===== src/sched_pkg.sv =====
/*
 * Shared constants and types for the scan scheduler.
 * Assumes a single 50 MHz clock and a synchronous active-high reset.
 */
// How it works
// - Timer task raised every 5 to 1000 ms, configured in 5 ms steps.
// - Timer task preempts main or lower processing and runs at top priority.
// - Counter preset match starts I/O task one at once, preempting main or lower processing.
// - Selected edge of interrupt input starts I/O task three at once.
// - Requests arriving during any interrupt task wait until it finishes.
// - Simultaneous requests served timer, then I/O one, two, three, four.
// - Interrupt task ends at its return-from-interrupt; suspended work resumes.
// - Main program runs exactly once per scan.
// - Main program stops at its end marker; later instructions never run.
// - Initial sub-program runs once, first scan only, before the main program.
// - Eight program types: main, initial, timer, four I/O, subroutines.
// - Subroutine numbers 0..15 basic, 0..255 extended.
// - Calls carry a target number; subroutine return carries none.
// - Extended nests subroutines up to 3 levels; basic allows no nesting.
// - Extended has 8 k and 4 k modes; only 4 k allows on-line edits.
// - Basic variant has fixed 2 k step capacity, no mode choice.
// - Memory clear puts combined four-word I/O type in allocation slot 0.
// - Uncommitted system information is replaced by stored copy at initial load.
// - Block numbers only separate code and never change execution order.
// - I/O registers share one numbering; each number is input or output.
package sched_pkg;
    // ****************
    // Timing
    // ****************
    localparam int CLK_PERIOD_NS = 20;
    localparam int MS_NS = 1000000;
    localparam int MS_CYCLES = MS_NS / CLK_PERIOD_NS;
    localparam int INTERVAL_STEP_MS = 5;
    localparam int INTERVAL_MAX_MS = 1000;
    localparam logic [7:0] INTERVAL_MAX_STEPS = 8'(INTERVAL_MAX_MS / INTERVAL_STEP_MS);
    localparam logic [7:0] INTERVAL_MIN_STEPS = 8'h01;

    // ****************
    // Subroutines and capacity
    // ****************
    localparam logic [7:0] SUB_MAX_BASIC = 8'h0f;
    localparam logic [7:0] SUB_MAX_EXT = 8'hff;
    localparam logic [1:0] NEST_BASIC = 2'h1;
    localparam logic [1:0] NEST_EXT = 2'h3;
    localparam logic [13:0] CAP_BASIC = 14'h0800;
    localparam logic [13:0] CAP_EXT_4K = 14'h1000;
    localparam logic [13:0] CAP_EXT_8K = 14'h2000;

    // ****************
    // Reset values and codes
    // ****************
    localparam logic [7:0] IO_TYPE_NONE = 8'h00;
    localparam logic [7:0] IO_TYPE_FOUR_WORD = 8'h44;
    localparam logic [15:0] SCAN_COUNT_RESET = 16'h0000;
    localparam logic [15:0] SYSINFO_RESET = 16'h0000;

    typedef enum logic [3:0] {
        TASK_IDLE = 4'h0,
        TASK_MAIN = 4'h1,
        TASK_INIT = 4'h2,
        TASK_TIMER = 4'h3,
        TASK_IO1 = 4'h4,
        TASK_IO2 = 4'h5,
        TASK_IO3 = 4'h6,
        TASK_IO4 = 4'h7,
        TASK_SUB = 4'h8
    } task_t;

    typedef enum logic [1:0] {
        SCAN_HOUSE = 2'b00,
        SCAN_INIT = 2'b01,
        SCAN_MAIN = 2'b10
    } scan_t;
endpackage


===== src/interval_timer.sv =====
/*
 * Cyclic timer that pulses when the configured interval has elapsed.
 * Assumes interval_steps is stable logic on clk_sys.
 */
`timescale 1ns/10ps
module interval_timer #(
    parameter int MS_CYCLES = sched_pkg::MS_CYCLES
) (
    input wire logic clk_sys,
    input wire logic rst,
    input wire logic [7:0] interval_steps,
    output logic due
);
    localparam int CW = $clog2(MS_CYCLES + 1);

    typedef struct packed {
        logic [CW-1:0] cyc;
        logic [9:0] ms;
        logic due;
    } tmr_t;

    tmr_t st_q, st_d;
    logic [7:0] steps;
    logic [9:0] limit_ms;

    // ****************
    // Interval count
    // ****************
    always_comb begin
        steps = interval_steps;
        // Out-of-range settings clamp rather than stall the timer
        if (steps < sched_pkg::INTERVAL_MIN_STEPS) begin
            steps = sched_pkg::INTERVAL_MIN_STEPS;
        end else if (steps > sched_pkg::INTERVAL_MAX_STEPS) begin
            steps = sched_pkg::INTERVAL_MAX_STEPS;
        end
        limit_ms = 10'(steps * sched_pkg::INTERVAL_STEP_MS);
        st_d = st_q;
        st_d.due = 1'b0;
        if (st_q.cyc == CW'(MS_CYCLES - 1)) begin
            st_d.cyc = '0;
            if (st_q.ms >= limit_ms - 10'h001) begin
                st_d.ms = 10'h000;
                st_d.due = 1'b1;
            end else begin
                st_d.ms = st_q.ms + 10'h001;
            end
        end else begin
            st_d.cyc = st_q.cyc + CW'(1);
        end
    end

    always_ff @(posedge clk_sys) begin
        if (rst) begin
            st_q <= '0;
        end else begin
            st_q <= st_d;
        end
    end

    assign due = st_q.due;
endmodule // interval_timer


===== src/pending_flags.sv =====
/*
 * Sticky pending flags, one per interrupt source.
 * Assumes set and clear come from logic on clk_sys.
 */
`timescale 1ns/10ps
module pending_flags #(
    parameter int N = 5
) (
    input wire logic clk_sys,
    input wire logic rst,
    input wire logic [N-1:0] set,
    input wire logic [N-1:0] clr,
    output logic [N-1:0] pend
);
    typedef struct packed {
        logic [N-1:0] pend;
    } pnd_t;

    pnd_t st_q, st_d;

    always_comb begin
        // Set wins so a request landing on its own dispatch is kept
        st_d.pend = (st_q.pend & ~clr) | set;
    end

    always_ff @(posedge clk_sys) begin
        if (rst) begin
            st_q <= '0;
        end else begin
            st_q <= st_d;
        end
    end

    assign pend = st_q.pend;
endmodule // pending_flags


===== src/scan_scheduler.sv =====
/*
 * Scan and interrupt task scheduler of a small controller.
 * Assumes the program executor reports end, return and call events as
 * one-cycle pulses on clk_sys; interrupt input pins are asynchronous.
 */
`timescale 1ns/10ps
module scan_scheduler #(
    parameter int MS_CYCLES = sched_pkg::MS_CYCLES
) (
    input wire logic clk_sys,
    input wire logic rst,
    input wire logic ext_variant,
    input wire logic mem_4k_mode,
    input wire logic init_present,
    input wire logic [7:0] interval_steps,
    input wire logic counter_match1,
    input wire logic counter_match2,
    input wire logic irq_in3,
    input wire logic irq_in4,
    input wire logic edge_fall3,
    input wire logic edge_fall4,
    input wire logic end_of_program,
    input wire logic return_from_interrupt,
    input wire logic call_valid,
    input wire logic [7:0] call_number,
    input wire logic subroutine_return,
    input wire logic memory_clear,
    input wire logic [15:0] nv_sysinfo,
    input wire logic [7:0] io_reg_number,
    input wire logic [7:0] io_input_words,
    output sched_pkg::task_t run_task_q,
    output logic int_active_q,
    output logic dispatch_q,
    output logic [15:0] scan_count_q,
    output logic first_scan_q,
    output logic [1:0] sub_depth_q,
    output logic [7:0] sub_number_q,
    output logic call_error_q,
    output logic [13:0] capacity_steps_q,
    output logic online_edit_ok_q,
    output logic [7:0] io_slot0_type_q,
    output logic [15:0] sysinfo_q,
    output logic io_reg_is_input_q
);
    typedef struct packed {
        logic [1:0] s1;
        logic [1:0] s2;
        logic [1:0] s3;
        sched_pkg::scan_t scan;
        logic first;
        logic loaded;
        logic int_active;
        sched_pkg::task_t int_task;
        logic [1:0][1:0] depth;
        logic [1:0][2:0][7:0] stack;
        sched_pkg::task_t run_task;
        logic dispatch;
        logic [15:0] scan_count;
        logic [1:0] sub_depth;
        logic [7:0] sub_number;
        logic call_error;
        logic [13:0] capacity;
        logic online_ok;
        logic [7:0] slot0;
        logic [15:0] sysinfo;
        logic reg_in;
    } sch_t;

    sch_t st_q, st_d;
    logic timer_due;
    logic [4:0] req, pend, clr;

    // ****************
    // Decoding helpers
    // ****************
    function automatic logic [2:0] first_set(input logic [4:0] p);
        logic [2:0] idx;
        idx = 3'h0;
        for (int i = 4; i >= 0; i--) begin
            if (p[i]) begin
                idx = 3'(i);
            end
        end
        return idx;
    endfunction

    function automatic sched_pkg::task_t src_task(input logic [2:0] i);
        sched_pkg::task_t t;
        unique case (i)
            3'h0: t = sched_pkg::TASK_TIMER;
            3'h1: t = sched_pkg::TASK_IO1;
            3'h2: t = sched_pkg::TASK_IO2;
            3'h3: t = sched_pkg::TASK_IO3;
            default: t = sched_pkg::TASK_IO4;
        endcase
        return t;
    endfunction

    interval_timer #(
        .MS_CYCLES(MS_CYCLES)
    ) u_timer (
        .clk_sys(clk_sys),
        .rst(rst),
        .interval_steps(interval_steps),
        .due(timer_due)
    );

    pending_flags #(
        .N(5)
    ) u_pending (
        .clk_sys(clk_sys),
        .rst(rst),
        .set(req),
        .clr(clr),
        .pend(pend)
    );

    // ****************
    // Next state
    // ****************
    always_comb begin
        logic ctx;
        logic [1:0] lim;
        logic [7:0] max_num;
        logic [2:0] pick;
        logic e3;
        logic e4;
        ctx = st_q.int_active;
        lim = ext_variant ? sched_pkg::NEST_EXT : sched_pkg::NEST_BASIC;
        max_num = ext_variant ? sched_pkg::SUB_MAX_EXT : sched_pkg::SUB_MAX_BASIC;
        pick = first_set(pend);
        e3 = edge_fall3 ? (!st_q.s2[0] && st_q.s3[0]) : (st_q.s2[0] && !st_q.s3[0]);
        e4 = edge_fall4 ? (!st_q.s2[1] && st_q.s3[1]) : (st_q.s2[1] && !st_q.s3[1]);
        st_d = st_q;
        clr = 5'h00;
        st_d.dispatch = 1'b0;
        st_d.call_error = 1'b0;

        // Two sync flops before the edge detector
        st_d.s1 = {irq_in4, irq_in3};
        st_d.s2 = st_q.s1;
        st_d.s3 = st_q.s2;
        req = {e4, e3, counter_match2, counter_match1, timer_due};

        // Interrupt dispatch; waits while another interrupt runs
        if (st_q.int_active) begin
            if (return_from_interrupt) begin
                st_d.int_active = 1'b0;
                st_d.depth[1] = 2'h0;
            end
        end else if (pend != 5'h00) begin
            st_d.int_active = 1'b1;
            st_d.int_task = src_task(pick);
            st_d.dispatch = 1'b1;
            clr[pick] = 1'b1;
        end

        // Scan sequence waits while an interrupt runs
        if (!st_q.int_active) begin
            unique case (st_q.scan)
                sched_pkg::SCAN_HOUSE: begin
                    if (st_q.first && init_present) begin
                        st_d.scan = sched_pkg::SCAN_INIT;
                    end else begin
                        st_d.scan = sched_pkg::SCAN_MAIN;
                        st_d.first = 1'b0;
                    end
                end
                sched_pkg::SCAN_INIT: begin
                    if (end_of_program) begin
                        st_d.scan = sched_pkg::SCAN_MAIN;
                        st_d.first = 1'b0;
                        st_d.depth[0] = 2'h0;
                    end
                end
                sched_pkg::SCAN_MAIN: begin
                    // Order follows the executor only; block markers are ignored
                    if (end_of_program) begin
                        st_d.scan = sched_pkg::SCAN_HOUSE;
                        st_d.scan_count = st_q.scan_count + 16'h0001;
                        st_d.depth[0] = 2'h0;
                    end
                end
                default: begin
                    st_d.scan = sched_pkg::SCAN_HOUSE;
                end
            endcase
        end

        // Nesting per context; interrupts keep their own stack
        if (call_valid) begin
            if (st_q.depth[ctx] < lim && call_number <= max_num) begin
                st_d.stack[ctx][st_q.depth[ctx]] = call_number;
                st_d.depth[ctx] = st_q.depth[ctx] + 2'h1;
            end else begin
                st_d.call_error = 1'b1;
            end
        end else if (subroutine_return && st_q.depth[ctx] != 2'h0) begin
            st_d.depth[ctx] = st_q.depth[ctx] - 2'h1;
        end

        st_d.sub_depth = st_d.depth[st_d.int_active];
        st_d.sub_number = (st_d.sub_depth == 2'h0) ? 8'h00
            : st_d.stack[st_d.int_active][st_d.sub_depth - 2'h1];
        if (st_d.int_active) begin
            st_d.run_task = st_d.int_task;
        end else if (st_d.sub_depth != 2'h0) begin
            st_d.run_task = sched_pkg::TASK_SUB;
        end else if (st_d.scan == sched_pkg::SCAN_MAIN) begin
            st_d.run_task = sched_pkg::TASK_MAIN;
        end else if (st_d.scan == sched_pkg::SCAN_INIT) begin
            st_d.run_task = sched_pkg::TASK_INIT;
        end else begin
            st_d.run_task = sched_pkg::TASK_IDLE;
        end

        // Memory mode limits
        st_d.capacity = !ext_variant ? sched_pkg::CAP_BASIC
            : (mem_4k_mode ? sched_pkg::CAP_EXT_4K : sched_pkg::CAP_EXT_8K);
        st_d.online_ok = ext_variant && mem_4k_mode;

        // Shared numbering: low numbers are inputs, the rest outputs
        st_d.reg_in = io_reg_number < io_input_words;

        // Stored copy wins at load
        if (!st_q.loaded) begin
            st_d.sysinfo = nv_sysinfo;
            st_d.loaded = 1'b1;
        end
        if (memory_clear) begin
            st_d.slot0 = sched_pkg::IO_TYPE_FOUR_WORD;
        end
    end

    always_ff @(posedge clk_sys) begin
        if (rst) begin
            st_q <= '0;
            st_q.scan <= sched_pkg::SCAN_HOUSE;
            st_q.first <= 1'b1;
            st_q.int_task <= sched_pkg::TASK_IDLE;
            st_q.run_task <= sched_pkg::TASK_IDLE;
            st_q.scan_count <= sched_pkg::SCAN_COUNT_RESET;
            st_q.slot0 <= sched_pkg::IO_TYPE_NONE;
            st_q.sysinfo <= sched_pkg::SYSINFO_RESET;
            st_q.capacity <= sched_pkg::CAP_BASIC;
        end else begin
            st_q <= st_d;
        end
    end

    assign run_task_q = st_q.run_task;
    assign int_active_q = st_q.int_active;
    assign dispatch_q = st_q.dispatch;
    assign scan_count_q = st_q.scan_count;
    assign first_scan_q = st_q.first;
    assign sub_depth_q = st_q.sub_depth;
    assign sub_number_q = st_q.sub_number;
    assign call_error_q = st_q.call_error;
    assign capacity_steps_q = st_q.capacity;
    assign online_edit_ok_q = st_q.online_ok;
    assign io_slot0_type_q = st_q.slot0;
    assign sysinfo_q = st_q.sysinfo;
    assign io_reg_is_input_q = st_q.reg_in;

    // ****************
    // Checks
    // ****************
    timer_first_a: assert property (@(posedge clk_sys) disable iff (rst)
        (!st_q.int_active && pend[0]) |=> (st_q.int_active && st_q.int_task == sched_pkg::TASK_TIMER))
        else $error("timer request not served first");

    hold_pending_a: assert property (@(posedge clk_sys) disable iff (rst)
        (st_q.int_active && !return_from_interrupt) |=> (st_q.int_active && !st_q.dispatch))
        else $error("interrupt dispatched over a running task");

    int_return_a: assert property (@(posedge clk_sys) disable iff (rst)
        (st_q.int_active && return_from_interrupt) |=> !st_q.int_active)
        else $error("interrupt task did not end on return");

    match_start_a: assert property (@(posedge clk_sys) disable iff (rst)
        (counter_match1 && !timer_due && !st_q.int_active && pend == 5'h00) |=> ##1
        (st_q.int_active && st_q.int_task == sched_pkg::TASK_IO1))
        else $error("counter match did not start task one");

    edge_req_a: assert property (@(posedge clk_sys) disable iff (rst)
        (st_q.s2[0] && !st_q.s3[0] && !edge_fall3) |=> pend[3])
        else $error("input edge not captured");

    main_once_a: assert property (@(posedge clk_sys) disable iff (rst)
        (st_q.scan == sched_pkg::SCAN_MAIN && end_of_program && !st_q.int_active) |=>
        (st_q.scan == sched_pkg::SCAN_HOUSE && st_q.scan_count == $past(st_q.scan_count) + 16'h0001))
        else $error("scan did not close at end marker");

    init_first_a: assert property (@(posedge clk_sys) disable iff (rst)
        (st_q.scan == sched_pkg::SCAN_INIT) |-> (st_q.first && st_q.scan_count == 16'h0000))
        else $error("initial program outside first scan");

    nest_basic_a: assert property (@(posedge clk_sys) disable iff (rst)
        (call_valid && !ext_variant && st_q.depth[st_q.int_active] != 2'h0) |=> call_error_q)
        else $error("basic variant allowed nesting");

    sub_range_a: assert property (@(posedge clk_sys) disable iff (rst)
        (call_valid && !ext_variant && call_number > 8'h0f) |=> call_error_q)
        else $error("subroutine number out of range accepted");

    slot_clear_a: assert property (@(posedge clk_sys) disable iff (rst)
        memory_clear |=> (io_slot0_type_q == sched_pkg::IO_TYPE_FOUR_WORD))
        else $error("slot 0 not set on memory clear");

    timer_run_c: cover property (@(posedge clk_sys) disable iff (rst)
        st_q.dispatch && st_q.int_task == sched_pkg::TASK_TIMER);
    io4_run_c: cover property (@(posedge clk_sys) disable iff (rst)
        st_q.dispatch && st_q.int_task == sched_pkg::TASK_IO4);
    deep_nest_c: cover property (@(posedge clk_sys) disable iff (rst)
        st_q.sub_depth == 2'h3);
endmodule // scan_scheduler


===== config.mk =====
export PLATFORM = sky130hd
export DESIGN_NAME = scan_scheduler
export DESIGN_NICKNAME = d
export VERILOG_FILES = /design/src/sched_pkg.sv /design/src/interval_timer.sv /design/src/pending_flags.sv /design/src/scan_scheduler.sv
export SDC_FILE = /design/constraint.sdc
export NUM_CORES = 1
export LEC_CHECK = 0
export BUFFER_PORTS_ARGS = -buffer_cell sky130_fd_sc_hd__buf_2
export CORE_MARGIN = 2
export CORE_UTILIZATION = 51
export DETAILED_ROUTE_END_ITERATION = 8
export PLACE_DENSITY = 0.77
export SLEW_MARGIN = 20
export SYNTH_ARGS = -nofsm -noshare
export SYNTH_HDL_FRONTEND = slang
export SYNTH_SLANG_ARGS = --single-unit

===== constraint.sdc =====
create_clock -name clk_sys -period 5.5 [get_ports clk_sys]
set_clock_uncertainty 0.15 [all_clocks]
set_input_delay 1.65 -clock clk_sys [delete_from_list [all_inputs] [get_ports clk_sys]]
set_output_delay 1.65 -clock clk_sys [all_outputs]
set_load 0.05 [all_outputs]

# Yosys cells after proc, flatten, opt, wreduce, memory -nomap -nowiden
# Cells that the tools add are included.
[totals]
reg_bits = 164
output_inout_bits = 74
wordCells = 173
inputBits = 64
[op_classes]
add_sub_neg = 7
mux = 72
n_eq_ne = 10
magnitude_cmp = 14
reduce_logical = 31
n_mul = 1
n_bitwise = 7
[ops]
columns = ["op", "count"]
rows = [
  ["$mux 130", 1],
  ["$mux 24", 3],
  ["$mux 16", 4],
  ["$mux 52", 1],
  ["$bwmux 48", 1],
  ["$mux 48", 1],
  ["$mux 8", 6],
  ["$add 16x1->16 const B", 2],
  ["$mux 2", 15],
  ["$mux 14", 2],
  ["$demux 24 s1", 1],
  ["$mux 3", 7],
  ["$mux 4", 5],
  ["$bmux 8 s2", 1],
  ["$demux 8 s2", 1],
  ["$eq 16x16->1 const B", 1],
  ["$mux 5", 3],
  ["$reduce_or 2->1", 7],
  ["$pmux 3 s4", 1],
  ["$logic_and 1x1->1", 11],
  ["$mux 1", 11],
  ["$add 10x1->10 const B", 1],
  ["$ge 10x10->1", 1],
  ["$mul 8x3->10 const B", 1],
  ["other kinds (37)", 54],
]

# Longest topological paths before layout
[logic_depth]
depth_word = 18
ltp_mapped = 20
mapped_depth_nobuf = 20

# Hierarchy
# Synthesis repeated with hierarchy kept, for this count alone.
[unflattened]
hier_cells = 956
area_unflattened_um2 = 8207.9
[modules_own_cells]
columns = ["module", "seq_area_each_um2", "area_per_inst_um2", "n_inst", "cells_each"]
rows = [
  ["scan_scheduler", 2422.3, 5984.5, 1, 696],
  ["interval_timer", 540.5, 2048.2, 1, 240],
  ["pending_flags", 100.1, 175.2, 1, 20],
]

# Least setup slack after synthesis
# No wires, ideal clock.
[synth_path]
kind = "input to register"
start = "in interval_steps[4]"
end = "reg u_timer.st_q[10] (netlist name)"
setup_time_ns = 0.163
required_time_ns = 5.187
setup_slack_ns = -0.382
path_buffers = 0
cell_stages = 20
t_arrival_ns = 5.569
cell_sequence = "nor3_1 -> a21oi_1 -> o21ai_0 -> inv_1 -> fa_1 -> inv_1 -> ha_1 -> nor2b_1 -> o21ai_0 -> a21oi_1 -> o21ai_0 -> nand2b_1 -> a21o_1 -> a21oi_1 -> xnor2_1 -> ha_1 -> a2111o_1 -> nor2_1 -> a2111oi_1 -> nor3_1"
[synth_between]
elab_chain_len = 7
word_cells_on_any_way = 8
cone_classes = "1 x add/sub; 1 x mul; 3 x order compare; 3 x mux"
[synth_rtl]
columns = ["item", "line_no", "text"]
rows = [
  ["start, declared", "scan_scheduler.sv:15", "input wire logic [7:0] interval_steps,"],
  ["$gt 8x8->1", "interval_timer.sv:34", "end else if (steps > sched_pkg::INTERVAL_MAX_STEPS) begin"],
  ["$mux 8", "interval_timer.sv:34", ""],
  ["$mux 8 *", "interval_timer.sv:32", "if (steps < sched_pkg::INTERVAL_MIN_STEPS) begin"],
  ["$mul 8x3->10 *", "interval_timer.sv:37", "limit_ms = 10'(steps * sched_pkg::INTERVAL_STEP_MS);"],
  ["$sub 10x1->10 *", "interval_timer.sv:42", "if (st_q.ms >= limit_ms - 10'h001) begin"],
  ["$ge 10x10->1 *", "interval_timer.sv:42", ""],
  ["$mux 10 *", "interval_timer.sv:42", ""],
  ["end signal, assigned", "interval_timer.sv:57", "st_q <= st_d;"],
  ["end, declared", "interval_timer.sv:22", "tmr_t st_q, st_d;"],
]
# Mark *: on every way between the ends. The rest lies on a longest branch, timed or not.
# A chain may end at the register's enable or synchronous reset.

# Worst setup path in the final report
[layout_path]
start = "in interval_steps[4]"
end = "reg u_timer.st_q[2] (netlist name)"
# Same word-level chain as after synthesis.

==> impl_metrics.py <==
metrics = {
    "logic_synthesis": {
        "ys_warn_count": 0,
        "synth.top_cell.area_share_pct": 37.68,
        "synth-seq-area-share_pct": 37.68,
        "synth.largest_area_cell": "dfxtp_1",
        "synthTopCellsByArea": "dfxtp_1, mux2i_1, ha_1",
        "ys.flop_type": "dfxtp_1",
        "postSynthAreaPerCell_um2": 8.933,
        "syn_area_um2": 8129,
        "ys_types": 68,
        "synth_enable_flop_cells": 0,
        "syn_inst": 910,
        "async_flop_share_pct": 0,
        "ys_ff_latch": 153,
    },
    "global_routing": {
        "grt_max_degree": 84,
        "antenna_found_initial": 0,
        "grt_pass1_vias": 6000,
        "grt_usage_pct": 20.27,
        "grt_pass1_wl_mm": 27.52,
        "grt_overflow": 0,
    },
    "hold_path": {
        "min_path_type": "flip-flop to flip-flop",
    },
    "setup_path": {
        "crit_type": "input pin to flip-flop",
        "worstPathArrival_ps": 5500,
        "cp.required_ps": 5720,
        "startpoint_type": "input pin",
        "end_kind": "flip-flop",
        "critPathMaxFanout": 3,
    },
    "floorplanning": {
        "rows": 46,
        "die_h_um": 130.3,
        "die-area_um2": 16970,
        "start_util_pct": 51.74,
        "die_w_um": 130.3,
        "ios": 138,
        "coreArea_um2": 15710,
    },
    "cts": {
        "ctsHoldBuffers": 0,
        "cts_made_buffers": 17,
        "clk_pin_slew_ps": 60,
        "htreeDepth": 4,
        "clkLatencyLatePin_ps": 420,
        "clkSinkCount": 153,
        "cts_tree": "built",
        "root_buffer": "clkbuf_16",
        "max-clock-path-buffers": 2,
    },
    "cells_and_area": {
        "area_growth_pct": 14.67,
        "utilization_pct": 59.32,
        "nNetsFinal": 1108,
        "num_antenna_cells": 0,
        "fin_area_um2": 9321,
        "drive_above_1_share_pct": 22.82,
    },
    "detailed_routing": {
        "ant_nets": 0,
        "detail_route.wl_per_cell_um": 13.88,
        "firstDrtPassIters": 4,
        "dr.first_iter.drc_count": 277,
        "wirelength_mm": 16.98,
        "via_count": 6348,
        "vias_per_cell": 5.186,
        "drc": 0,
    },
    "timing": {
        "max_slew_margin_pct": 42.21,
        "worstMarginPinSlew_ps": 865.7,
        "max_freq_mhz": 189.3,
        "setup_slack_ps": 217.5,
        "hold_viol": 0,
        "rsz0062_at_grt": "yes",
        "finalSetupViolCount": 0,
        "finalWorstPathRequiredPeriod_ps": 5282,
        "tns_ps": 0,
        "min_period_over_period_pct": 96.04,
        "slew_viol_final": 0,
    },
    "placement": {
        "place_hpwl_mm": 12.04,
        "place_congestion": 0.8118,
        "place_area_um2": 8673,
        "place_ws_ps": -489.4,
        "io_buffer_count": 120,
    },
    "outcome": {
        "status": "finished, final reports clean",
    },
    "power_and_ir_drop": {
        "p_per_area_nw_per_um2": 325.1,
        "vdd_ir_drop_max_v": 0.0002336,
        "p_leak_nw": 4.487,
    },
    "run": {
        "cap_violations": 0,
    },
}
[flip-flops by register name, summed over array words and instances, names as in the netlist]
name               flops
st_q                  61
u_timer.st_q          26
scan_count_q          16
sysinfo_q             16
sub_number_q           8
u_pending.pend         5
run_task_q             4
st_d                   4
capacity_steps_q       3
sub_depth_q            2
call_error_q           1
dispatch_q             1
first_scan_q           1
int_active_q           1
io_reg_is_input_q      1
io_slot0_type_q        1
online_edit_ok_q       1
u_timer.due            1
[critical path, stage by stage]
cell      delay, ps
buf_2           120
nor3_4          180
a21oi_1         100
o21ai_2         180
inv_2            60
buf_4           140
ha_1            290
inv_1            60
fa_1            420
nor2b_1         150
o21ai_1          90
a21oi_1         160
o21ai_1          90
nand2b_1         90
a21o_1          130
a21oi_2          60
xnor2_1         120
ha_1            310
a2111o_1        500
nor2_4          170
buf_4           120
a211o_1         150
a32o_1          160
[Yosys cell counts, types with 4 or more instances]
cell type	n
xor2_1	19
a21oi_1	32
nor2_1	142
nand4_1	9
or3_1	7
nand3_1	22
nand2b_1	11
a31oi_1	8
o21ai_0	27
o221a_1	5
mux2i_1	67
and3_1	13
fa_1	6
xnor2_1	24
ha_1	43
buf_4	71
nor2b_1	12
o22ai_1	4
mux2_4	6
buf_2	9
dfxtp_1	153
a22oi_1	9
nand3b_1	6
nand2_1	46
o221a_2	4
inv_1	44
nor3_1	16
a21o_1	11
o221ai_1	11
clkbuf_1	22
[metal layers]
| layer | routed length (µm) | part of all wire (%) | GRT usage, % | up-vias |
|---|---|---|---|---|
| li1 | - | - | - | 3206 |
| met5 | 0 | 0 | 0 | - |
| met4 | 240 | 1.4 | 7.147 | 0 |
| met1 | 8065 | 47 | 26.12 | 2964 |
| met3 | 1009 | 5.9 | 5.412 | 20 |
| met2 | 7667 | 45 | 32.89 | 158 |
[power by group]
part           internal [W]  switching (W)
sequential          0.00116      0.0000318
clock              0.000651       0.000474
combinational      0.000271       0.000444
total               0.00208       0.000950
[placed cells by master (no fill, tap or decap), drive strengths merged, types with 24 or more instances in the layout]
master,Yosys,routed
a21oi,33,33
buf,85,157
dfxtp,153,153
ha,43,43
inv,45,47
mux2i,67,67
nand2,46,46
nor2,143,143
o21ai,28,28
xnor2,24,24
[cell type report]
class,instances,area (µm²)
Fill cell,1377,6391
Multi-Input combinational cell,619,4357
Sequential cell,153,3063
Timing Repair Buffer,157,880.8
Clock buffer,20,456.7
Tap cell,216,270.3
Inverter,47,176.4
Clock inverter,12,117.6
[kinds of logic after synthesis]
family,synth area share (%)
and+or+nand+nor,17.02
adders and majority gates,8.096
other,0.04613
DFF,37.68
buffers and inverters,10.71
muxes,9.635
xor gates and xnor gates,4.633
AOI/OAI and AO/OA,12.17
[worst paths after layout]
path | from | end | slack [ps] | depth (start not counted)
hold reg to reg | st_d[135] | st_d[133] | 290 | 1
setup reg to reg | int_active_q | sub_number_q[6] | 1370 | 15
hold / removal | st_d[135] | st_d[133] | 290 | 1
setup / recovery | interval_steps[4] | u_timer.st_q[2] | 220 | 23
[per-stage QoR]
step	total power, W	std cells	hold slack [ps]
2_1_floorplan	0.001765	926	263.0
3_3_place_gp	0.001890	1192	275.7
3_5_place_dp	0.001908	1192	275.3
4_1_cts	0.003035	1224	290.9
5_1_grt	0.003173	1224	312.0
6_report	0.003030	1224	288.9
[timing repair]
| action | CTS | global route |
|---|---|---|
| buffers inserted | 0 | 2 |
| pin swaps | 0 | 20 |
| setup endpoints to repair | 10 | 11 |
| resized for setup | 1 | 18 |
Power figures use the tool's default switching activity.
